$ cat src/design/pcp_pkg.sv
// shared constants and types of the port-pin block with change interrupts
package pcp_pkg;

  localparam int ADDR_W = 3;
  localparam int DATA_W = 8;

  // register offsets
  localparam logic [ADDR_W-1:0] ADDR_PORT     = 3'h0;
  localparam logic [ADDR_W-1:0] ADDR_DIR      = 3'h1;
  localparam logic [ADDR_W-1:0] ADDR_OPTION   = 3'h2;
  localparam logic [ADDR_W-1:0] ADDR_INTCTL   = 3'h3;
  localparam logic [ADDR_W-1:0] ADDR_TIMER    = 3'h4;
  localparam logic [ADDR_W-1:0] ADDR_POWER    = 3'h5;
  localparam logic [ADDR_W-1:0] ADDR_PORT_SET = 3'h6;
  localparam logic [ADDR_W-1:0] ADDR_PORT_CLR = 3'h7;

  // option register fields
  localparam int OPT_PULLUP_DIS_N = 7;
  localparam int OPT_EDGE_SEL     = 6;

  // interrupt control register fields
  localparam int IC_PIN_CHG_FLAG = 0;
  localparam int IC_EXT_FLAG     = 1;
  localparam int IC_WRAP_FLAG    = 2;
  localparam int IC_PIN_CHG_EN   = 3;
  localparam int IC_EXT_EN       = 4;
  localparam int IC_WRAP_EN      = 5;
  localparam int IC_GLOBAL_EN    = 7;

  // power control field
  localparam int PWR_HALT = 0;

  // pin positions
  localparam int EXT_PIN     = 0;
  localparam int CHG_PIN_LO  = 4;
  localparam int CHG_PIN_HI  = 7;

  // reset values and timer wrap value
  localparam logic [DATA_W-1:0] RST_PORT   = 8'h00;
  localparam logic [DATA_W-1:0] RST_DIR    = 8'hFF;
  localparam logic [DATA_W-1:0] RST_OPTION = 8'hFF;
  localparam logic [DATA_W-1:0] RST_INTCTL = 8'h00;
  localparam logic [DATA_W-1:0] RST_TIMER  = 8'h00;
  localparam logic [DATA_W-1:0] TIMER_TOP  = 8'hFF;

  // register bus request
  typedef struct packed {
    logic [ADDR_W-1:0] addr;
    logic [DATA_W-1:0] wdata;
    logic              wr;
    logic              rd;
  } pcp_bus_req_type;

  // halt state
  typedef enum logic [0:0] {
    PCP_RUN  = 1'b0,
    PCP_HALT = 1'b1
  } pcp_pwr_type;

endpackage

$ cat src/design/pcp_port_pins.sv
// eight-pin port with direction, pull-ups, change and edge interrupt flags, timer wrap flag
// How it works
// - direction 1 floats pin, 0 drives latch
// - port read gives pins, write sets latch
// - bit set/clear writes are read-modify-write of pins
// - option bit 7 clear enables pull-ups on all input pins
// - output pins never get a pull-up
// - pull-ups off after power-on reset
// - upper pins compared with value at last port access
// - only input upper pins can mismatch
// - ORed mismatches set change flag bit 0
// - mismatch keeps setting; port access re-latches
// - change during port access still sets flag
// - change interrupt wakes device from halt
// - edge select bit 6 chooses rise/fall
// - selected edge sets external flag bit 1
// - external enable bit 4 gates request
// - external wake needs enable before halt
// - after wake, vector only if global enable
// - timer wrap FFh to 00h sets bit 2
// - timer enable bit 5 gates request
// - change enable bit gates change request
module pcp_port_pins
(
  // clock and reset
  input  wire logic                    core_clk,
  input  wire logic                    nrst,
  // register port
  input  wire pcp_pkg::pcp_bus_req_type busReq,
  output logic [pcp_pkg::DATA_W-1:0]   busRdata,
  // pins
  input  wire logic [7:0]              padIn,
  output logic [7:0]                   padOut,
  output logic [7:0]                   padOe,
  output logic [7:0]                   padPullupEn,
  // timer count enable
  input  wire logic                    timerTick,
  // core signalling
  output logic                         intReq,
  output logic                         halted,
  output logic                         wakePulse,
  output logic                         vectorJump
);

  logic [7:0]          syncA_r;
  logic [7:0]          syncB_r;
  logic                extPrev_r;
  logic [7:0]          portLatch_r;
  logic [7:0]          dir_r;
  logic [7:0]          option_r;
  logic [7:0]          intCtl_r;
  logic [7:0]          intCtl_nxt;
  logic [7:0]          timer_r;
  logic [3:0]          oldUpper_r;
  logic                extEnAtHalt_r;
  pcp_pkg::pcp_pwr_type pwr_r;
  logic [7:0]          rdata_r;
  logic [7:0]          padOut_r;
  logic [7:0]          padOe_r;
  logic [7:0]          pullup_r;
  logic                intReq_r;
  logic                wake_r;
  logic                vector_r;

  logic                wrPort;
  logic                wrSet;
  logic                wrClr;
  logic                portAccess;
  logic                wrIntCtl;
  logic                wrTimer;
  logic [3:0]          mismatchBits;
  logic                mismatch;
  logic                extRise;
  logic                extFall;
  logic                extEdge;
  logic                timerWrap;
  logic                wakeCause;

  // decode
  always_comb
  begin
    wrPort   = busReq.wr && (busReq.addr == pcp_pkg::ADDR_PORT);
    wrSet    = busReq.wr && (busReq.addr == pcp_pkg::ADDR_PORT_SET);
    wrClr    = busReq.wr && (busReq.addr == pcp_pkg::ADDR_PORT_CLR);
    wrIntCtl = busReq.wr && (busReq.addr == pcp_pkg::ADDR_INTCTL);
    wrTimer  = busReq.wr && (busReq.addr == pcp_pkg::ADDR_TIMER);
    portAccess = wrPort || wrSet || wrClr
                 || (busReq.rd && (busReq.addr == pcp_pkg::ADDR_PORT));
  end

  // two-stage pin synchroniser, free running so reset leaves it primed
  always_ff @(posedge core_clk)
  begin
    syncA_r <= padIn;
    syncB_r <= syncA_r;
  end

  // output latch, set/clear writes start from sampled pins
  always_ff @(posedge core_clk)
  begin
    if (!nrst)
      portLatch_r <= pcp_pkg::RST_PORT;
    else if (wrPort)
      portLatch_r <= busReq.wdata;
    else if (wrSet)
      portLatch_r <= syncB_r | busReq.wdata;
    else if (wrClr)
      portLatch_r <= syncB_r & ~busReq.wdata;
  end

  // direction and option registers
  always_ff @(posedge core_clk)
  begin
    if (!nrst)
    begin
      dir_r    <= pcp_pkg::RST_DIR;
      option_r <= pcp_pkg::RST_OPTION;
    end
    else if (busReq.wr && (busReq.addr == pcp_pkg::ADDR_DIR))
      dir_r <= busReq.wdata;
    else if (busReq.wr && (busReq.addr == pcp_pkg::ADDR_OPTION))
      option_r <= busReq.wdata;
  end

  // pin drivers and pull-ups
  always_ff @(posedge core_clk)
  begin
    if (!nrst)
    begin
      padOut_r <= 8'h00;
      padOe_r  <= 8'h00;
      pullup_r <= 8'h00;
    end
    else
    begin
      padOut_r <= portLatch_r;
      padOe_r  <= ~dir_r;
      pullup_r <= dir_r & {8{~option_r[pcp_pkg::OPT_PULLUP_DIS_N]}};
    end
  end

  // change comparison against last access value
  assign mismatchBits = (syncB_r[pcp_pkg::CHG_PIN_HI:pcp_pkg::CHG_PIN_LO] ^ oldUpper_r)
                        & dir_r[pcp_pkg::CHG_PIN_HI:pcp_pkg::CHG_PIN_LO];
  assign mismatch     = |mismatchBits;

  // a change landing on the re-latch cycle still sets the change flag
  always_ff @(posedge core_clk)
  begin
    if (!nrst || portAccess)
      oldUpper_r <= syncB_r[pcp_pkg::CHG_PIN_HI:pcp_pkg::CHG_PIN_LO];
  end

  // edge history tracks the pin through reset: no false edge after release
  always_ff @(posedge core_clk)
    extPrev_r <= syncB_r[pcp_pkg::EXT_PIN];

  assign extRise = syncB_r[pcp_pkg::EXT_PIN] && !extPrev_r;
  assign extFall = !syncB_r[pcp_pkg::EXT_PIN] && extPrev_r;
  assign extEdge = option_r[pcp_pkg::OPT_EDGE_SEL] ? extRise : extFall;

  // timer count
  assign timerWrap = timerTick && !wrTimer && (timer_r == pcp_pkg::TIMER_TOP);

  always_ff @(posedge core_clk)
  begin
    if (!nrst)
      timer_r <= pcp_pkg::RST_TIMER;
    else if (wrTimer)
      timer_r <= busReq.wdata;
    else if (timerTick)
      timer_r <= timer_r + 8'h01;
  end

  // flags: event set wins over a software clear
  always_comb
  begin
    intCtl_nxt = wrIntCtl ? busReq.wdata : intCtl_r;
    if (mismatch)
      intCtl_nxt[pcp_pkg::IC_PIN_CHG_FLAG] = 1'b1;
    if (extEdge)
      intCtl_nxt[pcp_pkg::IC_EXT_FLAG] = 1'b1;
    if (timerWrap)
      intCtl_nxt[pcp_pkg::IC_WRAP_FLAG] = 1'b1;
  end

  always_ff @(posedge core_clk)
  begin
    if (!nrst)
      intCtl_r <= pcp_pkg::RST_INTCTL;
    else
      intCtl_r <= intCtl_nxt;
  end

  // interrupt request
  always_ff @(posedge core_clk)
  begin
    if (!nrst)
      intReq_r <= 1'b0;
    else
      intReq_r <= intCtl_r[pcp_pkg::IC_GLOBAL_EN]
                  && ((intCtl_r[pcp_pkg::IC_PIN_CHG_FLAG]
                       && intCtl_r[pcp_pkg::IC_PIN_CHG_EN])
                      || (intCtl_r[pcp_pkg::IC_EXT_FLAG]
                          && intCtl_r[pcp_pkg::IC_EXT_EN])
                      || (intCtl_r[pcp_pkg::IC_WRAP_FLAG]
                          && intCtl_r[pcp_pkg::IC_WRAP_EN]));
  end

  // halt and wake
  assign wakeCause = (intCtl_r[pcp_pkg::IC_PIN_CHG_FLAG]
                      && intCtl_r[pcp_pkg::IC_PIN_CHG_EN])
                     || (intCtl_r[pcp_pkg::IC_EXT_FLAG] && extEnAtHalt_r);

  always_ff @(posedge core_clk)
  begin
    if (!nrst)
    begin
      pwr_r         <= pcp_pkg::PCP_RUN;
      extEnAtHalt_r <= 1'b0;
      wake_r        <= 1'b0;
      vector_r      <= 1'b0;
    end
    else
    begin
      wake_r   <= 1'b0;
      vector_r <= 1'b0;
      case (pwr_r)
        pcp_pkg::PCP_RUN:
        begin
          if (busReq.wr && (busReq.addr == pcp_pkg::ADDR_POWER)
              && busReq.wdata[pcp_pkg::PWR_HALT])
          begin
            pwr_r         <= pcp_pkg::PCP_HALT;
            extEnAtHalt_r <= intCtl_r[pcp_pkg::IC_EXT_EN];
          end
        end
        pcp_pkg::PCP_HALT:
        begin
          if (wakeCause)
          begin
            pwr_r    <= pcp_pkg::PCP_RUN;
            wake_r   <= 1'b1;
            vector_r <= intCtl_r[pcp_pkg::IC_GLOBAL_EN];
          end
        end
        default:
          pwr_r <= pcp_pkg::PCP_RUN;
      endcase
    end
  end

  // read data, valid only in the cycle after the strobe
  always_ff @(posedge core_clk)
  begin
    if (!nrst)
      rdata_r <= 8'h00;
    else if (!busReq.rd)
      rdata_r <= 8'h00;
    else if (busReq.addr == pcp_pkg::ADDR_PORT)
      rdata_r <= syncB_r;
    else if (busReq.addr == pcp_pkg::ADDR_DIR)
      rdata_r <= dir_r;
    else if (busReq.addr == pcp_pkg::ADDR_OPTION)
      rdata_r <= option_r;
    else if (busReq.addr == pcp_pkg::ADDR_INTCTL)
      rdata_r <= intCtl_r;
    else if (busReq.addr == pcp_pkg::ADDR_TIMER)
      rdata_r <= timer_r;
    else if (busReq.addr == pcp_pkg::ADDR_POWER)
      rdata_r <= {7'h00, pwr_r == pcp_pkg::PCP_HALT};
    else
      rdata_r <= 8'h00;
  end

  assign busRdata    = rdata_r;
  assign padOut      = padOut_r;
  assign padOe       = padOe_r;
  assign padPullupEn = pullup_r;
  assign intReq      = intReq_r;
  assign halted      = (pwr_r == pcp_pkg::PCP_HALT);
  assign wakePulse   = wake_r;
  assign vectorJump  = vector_r;
endmodule

$ cat config.mk
export PLATFORM = sky130hd
export DESIGN_NAME = pcp_port_pins
export DESIGN_NICKNAME = d
export VERILOG_FILES = /design/src/design/pcp_pkg.sv /design/src/design/pcp_port_pins.sv
export SDC_FILE = /design/constraint.sdc
export NUM_CORES = 1
export LEC_CHECK = 0
export ABC_AREA = 1
export BUFFER_PORTS_ARGS = -buffer_cell sky130_fd_sc_hd__buf_4
export CORE_ASPECT_RATIO = 0.5
export CORE_MARGIN = 2
export CORE_UTILIZATION = 35
export DETAILED_ROUTE_END_ITERATION = 12
export GPL_TIMING_DRIVEN = 0
export PLACE_DENSITY = 0.54
export SYNTH_ARGS = -nofsm -noshare
export SYNTH_HDL_FRONTEND = slang
export SYNTH_SLANG_ARGS = --single-unit
$ cat constraint.sdc
create_clock -name core_clk -period 1.4 [get_ports core_clk]
set_input_delay 0.21 -clock core_clk [delete_from_list [all_inputs] [get_ports core_clk]]
set_output_delay 0.21 -clock core_clk [all_outputs]
set_load 0.005 [all_outputs]
Word-level counts from Yosys, hierarchy flattened

Index checks and enable logic that the tools add are counted.

$add $sub $neg: 1
Equality and inequality tests: 8
Mux-type cells: 20
Bitwise gates (word level): 10
Reduce and logical (&&, ||, !) cells: 42

Operators with widths:

| operator              | number |
|---|---|
| $mux W8               | 10 |
| $logic_and A1 B1 Y1   | 19 |
| $and A8 B8 Y8         | 2 |
| $not A8 Y8            | 2 |
| $eq A3 B3 Y1 const B  | 4 |
| $add A8 B1 Y8 const B | 1 |
| $eq A8 B8 Y1 const B  | 1 |
| $mux W1               | 8 |
| $or A8 B8 Y8          | 1 |
| $reduce_and A2 Y1     | 4 |
| $reduce_bool A2 Y1    | 4 |
| $logic_or A1 B1 Y1    | 7 |
| $eq A3 B2 Y1 const B  | 2 |
| $and A4 B4 Y4         | 1 |
| $logic_not A1 Y1      | 4 |
| $reduce_or A4 Y1      | 1 |
| $xor A4 B4 Y4         | 1 |
| $eq A3 B1 Y1 const B  | 1 |
| $logic_not A3 Y1      | 1 |
| $mux W3               | 1 |
| $not A1 Y1            | 3 |
| $reduce_and A3 Y1     | 1 |
| $reduce_bool A3 Y1    | 1 |
| $pmux W1 S2           | 1 |

Flip-flop bits (word level): 98
Input port bits: 24
Output and inout bits: 36

Depth between registers and ports, before layout

Depth after elaboration: 7
Mapped depth: 9

Worst setup path after synthesis

No wires, ideal clock.

Kind: input to register
Start: in busReq[11] (netlist name)
End: reg oldUpper_r[0] (enable)
Library setup time: 0.308 ns
Arrival time: 0.999 ns
Path slack: 0.093 ns
Cell stages on the path: 8
Path buffers: 1
Path through: buf_4 inv_2 nand2_4 nor2_4 nand2_4 nand2_4 a21oi_1 nand2_1

Longest elaborated chain between the ends: 6
Elaborated cells between the ends (all ways): 11

RTL lines:

| item                                             | line                                                          | text |
|---|---|---|
| start: declaration                               | pcp_port_pins.sv:29                                           | `input wire pcp_pkg::pcp_bus_req_type busReq,` |
| $eq A3 B3 Y1 or $logic_not A3 Y1 (tied branches) | pcp_port_pins.sv:83, pcp_port_pins.sv:82, pcp_port_pins.sv:88 |  |
| $logic_and A1 B1 Y1 (on tied branches)           | pcp_port_pins.sv:83, pcp_port_pins.sv:82                      |  |
| $logic_or A1 B1 Y1 (2 in series)                 | pcp_port_pins.sv:87                                           | `portAccess = wrPort \|\| wrSet \|\| wrClr` |
| $logic_or A1 B1 Y1 *                             | pcp_port_pins.sv:88                                           | `\|\| (busReq.rd && (busReq.addr == pcp_pkg::ADDR_PORT));` |
| $logic_or A1 B1 Y1 *                             | pcp_port_pins.sv:150                                          | `if (!nrst \|\| portAccess)` |
| end signal: assignment                           | pcp_port_pins.sv:151                                          | `oldUpper_r <= syncB_r[pcp_pkg::CHG_PIN_HI:pcp_pkg::CHG_PIN_LO];` |
| end: declaration                                 | pcp_port_pins.sv:54                                           | `logic [3:0] oldUpper_r;` |

Mark *: on every way between the ends. The rest lies on a longest branch, timed or not.
A chain may end at the register's enable or synchronous reset.

Worst setup path in the final report

Start: reg timer_r[0]
End: reg timer_r[6]

Longest elaborated chain between the ends: 3

RTL lines:

| item                     | line                 | text |
|---|---|---|
| start: declaration       | pcp_port_pins.sv:53  | `logic [7:0] timer_r;` |
| start signal: assignment | pcp_port_pins.sv:168 | `timer_r <= pcp_pkg::RST_TIMER;` |
| start signal: assignment | pcp_port_pins.sv:170 | `timer_r <= busReq.wdata;` |
| start signal: assignment | pcp_port_pins.sv:172 | `timer_r <= timer_r + 8'h01;` |
| $add A8 B1 Y8            | pcp_port_pins.sv:172 |  |
| $mux W8                  | pcp_port_pins.sv:171 | `else if (timerTick)` |
| $mux W8                  | pcp_port_pins.sv:169 | `else if (wrTimer)` |

Every way passes these cells. The select of a mux whose other input is x is not followed.

==> metrics <==
complex-gate fraction of the synthesized area=14.7%; outcome=finished, final reports clean; Max Cap Viol=0; Hold Crit Class=input pin to flop; CP Class=flop to flop; Die Y=77.2 um; Mean Syn Cell Area=8.11 um2; CTS Root Cell=clkbuf_16; final hold violations=0; Final Critical Period=1.23 ns; antenna violations before repair=0; RSZ-0062 raised after global routing=no; LEAKAGE=2.21 nW; core area=0.0103 mm2; clock transition at the registers of the reported paths=0.07 ns; post-synthesis cell area=0.00375 mm2; largest net degree at the start of global routing=19; first-pass GRT wire length=15.7 mm; NumNets Final=562; Top Usage Layer GRT=met1; Pwr Density=1240 mW/mm2; internal power=4.36 mW; main combinational cell family by area after synthesis=simple AND/OR/NAND/NOR gates; met1 Use GR=26.4%; post-DP HPWL=7.29 mm; total vias in the final route=3147; via/cell ratio=4.61; DRT antenna net count=0; Fill cells=1045; Tot GR Track Use=17.9%; Final Skew=0.00542 ns; # setup viols final=0; storage element area=0.00200 mm2; Synth Area in XOR/XNOR=0.701%; Post-Syn Instances=462; PortBufs=56; main area contributors after synthesis=dfxtp_1 (50%), nand2_1 (8.8%), o21ai_0 (6.8%); Net Switching=1.49 mW; synth unique cells=31; max frequency=811 MHz; Pins Over Slew Limit=0; kind of end point of the critical path=flop; vias in the first global route=2895; I/O pin total=60; Starting Density=36.3%; mux contribution to synthesized area=0%; clock power share=40.2%; CTS Buf Count=9; area taken by multi-input logic gates=0.00142 mm2; Rows=26; register area share after synthesis=53.4%; # diodes=0; post-synthesis register bit count=98; pre-CTS setup slack=-0.144 ns; 1st-pass router iterations=5; CP arrival=1.51 ns; H-tree Lvls=3; drt total wl=9.94 mm; clock sink count=98; GRT overflow=0; list of most frequent post-synthesis cells=dfxtp_1 (94), nand2_1 (88), inv_1 (57); crit start category=flop; Crit Path Max Fanout=4; Synth Net Count=487; Clock Latency Late Sink=0.34 ns; first-iteration detailed-routing DRC count=191; asr flop ratio synth=0%; GPL Wtd Cong=0.839; Setup Fix Bufs, Post-CTS=0; CTS tree=built; Worst slew margin=62.5%; cell taking the most area after synthesis=dfxtp_1; top-count cell post-synth=dfxtp_1; worst-margin pin slew=0.562 ns; Gate power share=8.8%; Sw Ratio=25.5%; grt met3 use=4.46%; yosys warns=0; number of flops mapped to enable cells by yosys=4; VDD IR max=639 uV; worst setup margin=0.167 ns; layout cell share with drive strength beyond 1=19.6%; clk buf depth=2; die area=0.0116 mm2; post-DR wirelength/cell=14.6 um; top_reg_cell synth=dfxtp_1; Layout area overhead=25.7%; final period utilization=88.1%; Synth top area share=50.2%; Seq pwr share=51.0%; Adder-Cell Fraction of Synth Area=0.334%; Fin Setup TNS=0 ns; Design Power=5.86 mW; Synth Area in Simple Gates=21.9%; DIE WIDTH=150 um; WHS=0.150 ns; # DRC=0; final core occ=45.7%; CP Data Required Time=1.67 ns; met2 usage=25.5%
layout make-up:
cell class | instances | area share, %
inverters | 65 | 5.23
clock buffers | 9 | 4.78
multi-input cells | 286 | 30.0
plain buffers | 13 | 1.89
clock inverters | 7 | 1.22
flip-flops and latches | 98 | 42.5
well taps | 140 | 3.72
repair buffers | 64 | 10.6
kinds of logic (layout without fill, tap and decap cells):
family	count (synthesis)	count (layout)
and+or+nand+nor	182	182
AOI/OAI and AO/OA	100	100
DFF	98	98
buffers and inverters	78	158
xor gates and xnor gates	3	3
adders and majority gates	1	1
routing by layer:
layer  share of wire [%]  vias up
met5                   0        -
met4                 1.5        0
met2                  41       88
li1                    -     1636
met1                  51     1406
met3                 6.2       17
power by group through the flow:
stage / Combinational [mW] / Sequential, mW / Clock [mW]
2_1_floorplan: 0.279 / 3.04 / 0
3_3_place_gp: 0.493 / 3.05 / 0
3_5_place_dp: 0.495 / 3.05 / 0
4_1_cts: 0.515 / 2.99 / 2.41
5_1_grt: 0.573 / 3.01 / 2.54
6_report: 0.514 / 2.99 / 2.35
final timing paths:
path,startpoint,endpoint,slack (ns),cells past startpoint
worst max-delay path,timer_r[0]$_SDFFE_PN0P_,timer_r[6]$_SDFFE_PN0P_,0.17,7
worst min-delay path,busReq[5],option_r[3]$_SDFFE_PN1P_,0.15,3
worst max register to register,timer_r[0]$_SDFFE_PN0P_,timer_r[6]$_SDFFE_PN0P_,0.17,7
worst min register to register,syncA_r[2]$_DFF_P_,syncB_r[2]$_DFF_P_,0.33,0
cell usage in the layout (no fill, tap or decap), drive strengths merged:
cell         Yosys  routed
o211ai          17      17
clkinv           0       3
nand3           18      18
dlygate4sd3      0       8
clkbuf           3      12
inv             65      69
o21ai           52      52
a21oi           30      30
or2              1       1
nor2            54      54
nor4             1       1
o221ai           1       1
ha               1       1
buf             10      66
edfxtp           4       4
xor2             2       2
dfxtp           94      94
nor3             4       4
nand4            6       6
nand2           98      98
xnor2            1       1
metrics by stage:
step           cell area, um2  instances
3_5_place_dp             4340        658
2_1_floorplan            3750        462
3_3_place_gp             4340        658
5_1_grt                  4710        682
6_report                 4710        682
4_1_cts                  4710        682
critical path, stage by stage, from the launching register on:
cell and delay (ns):
dfxtp_1 0.39, ha_1 0.19, nand2_1 0.09, nor3_2 0.20
nand2_1 0.08, nand2_1 0.06, nand2_1 0.04, a21oi_1 0.11
flip-flops by register name, indices dropped and copies added (netlist names):
name and count:
padOut 8, oldUpper_r 4, extPrev_r 1, syncB_r 8, wakePulse 1, padOe 8
busRdata 8, portLatch_r 8, vectorJump 1, padPullupEn 8, extEnAtHalt_r 1, option_r 8
syncA_r 8, dir_r 8, intReq 1, timer_r 8, halted 1, intCtl_r 8
what timing repair did:
item	4_1_cts	5_1_grt
setup endpoints to repair	0	2
hold endpoints to repair	8	0
gates resized for setup	0	1
hold buffers	8	0
(Power assumes the default switching activity.)
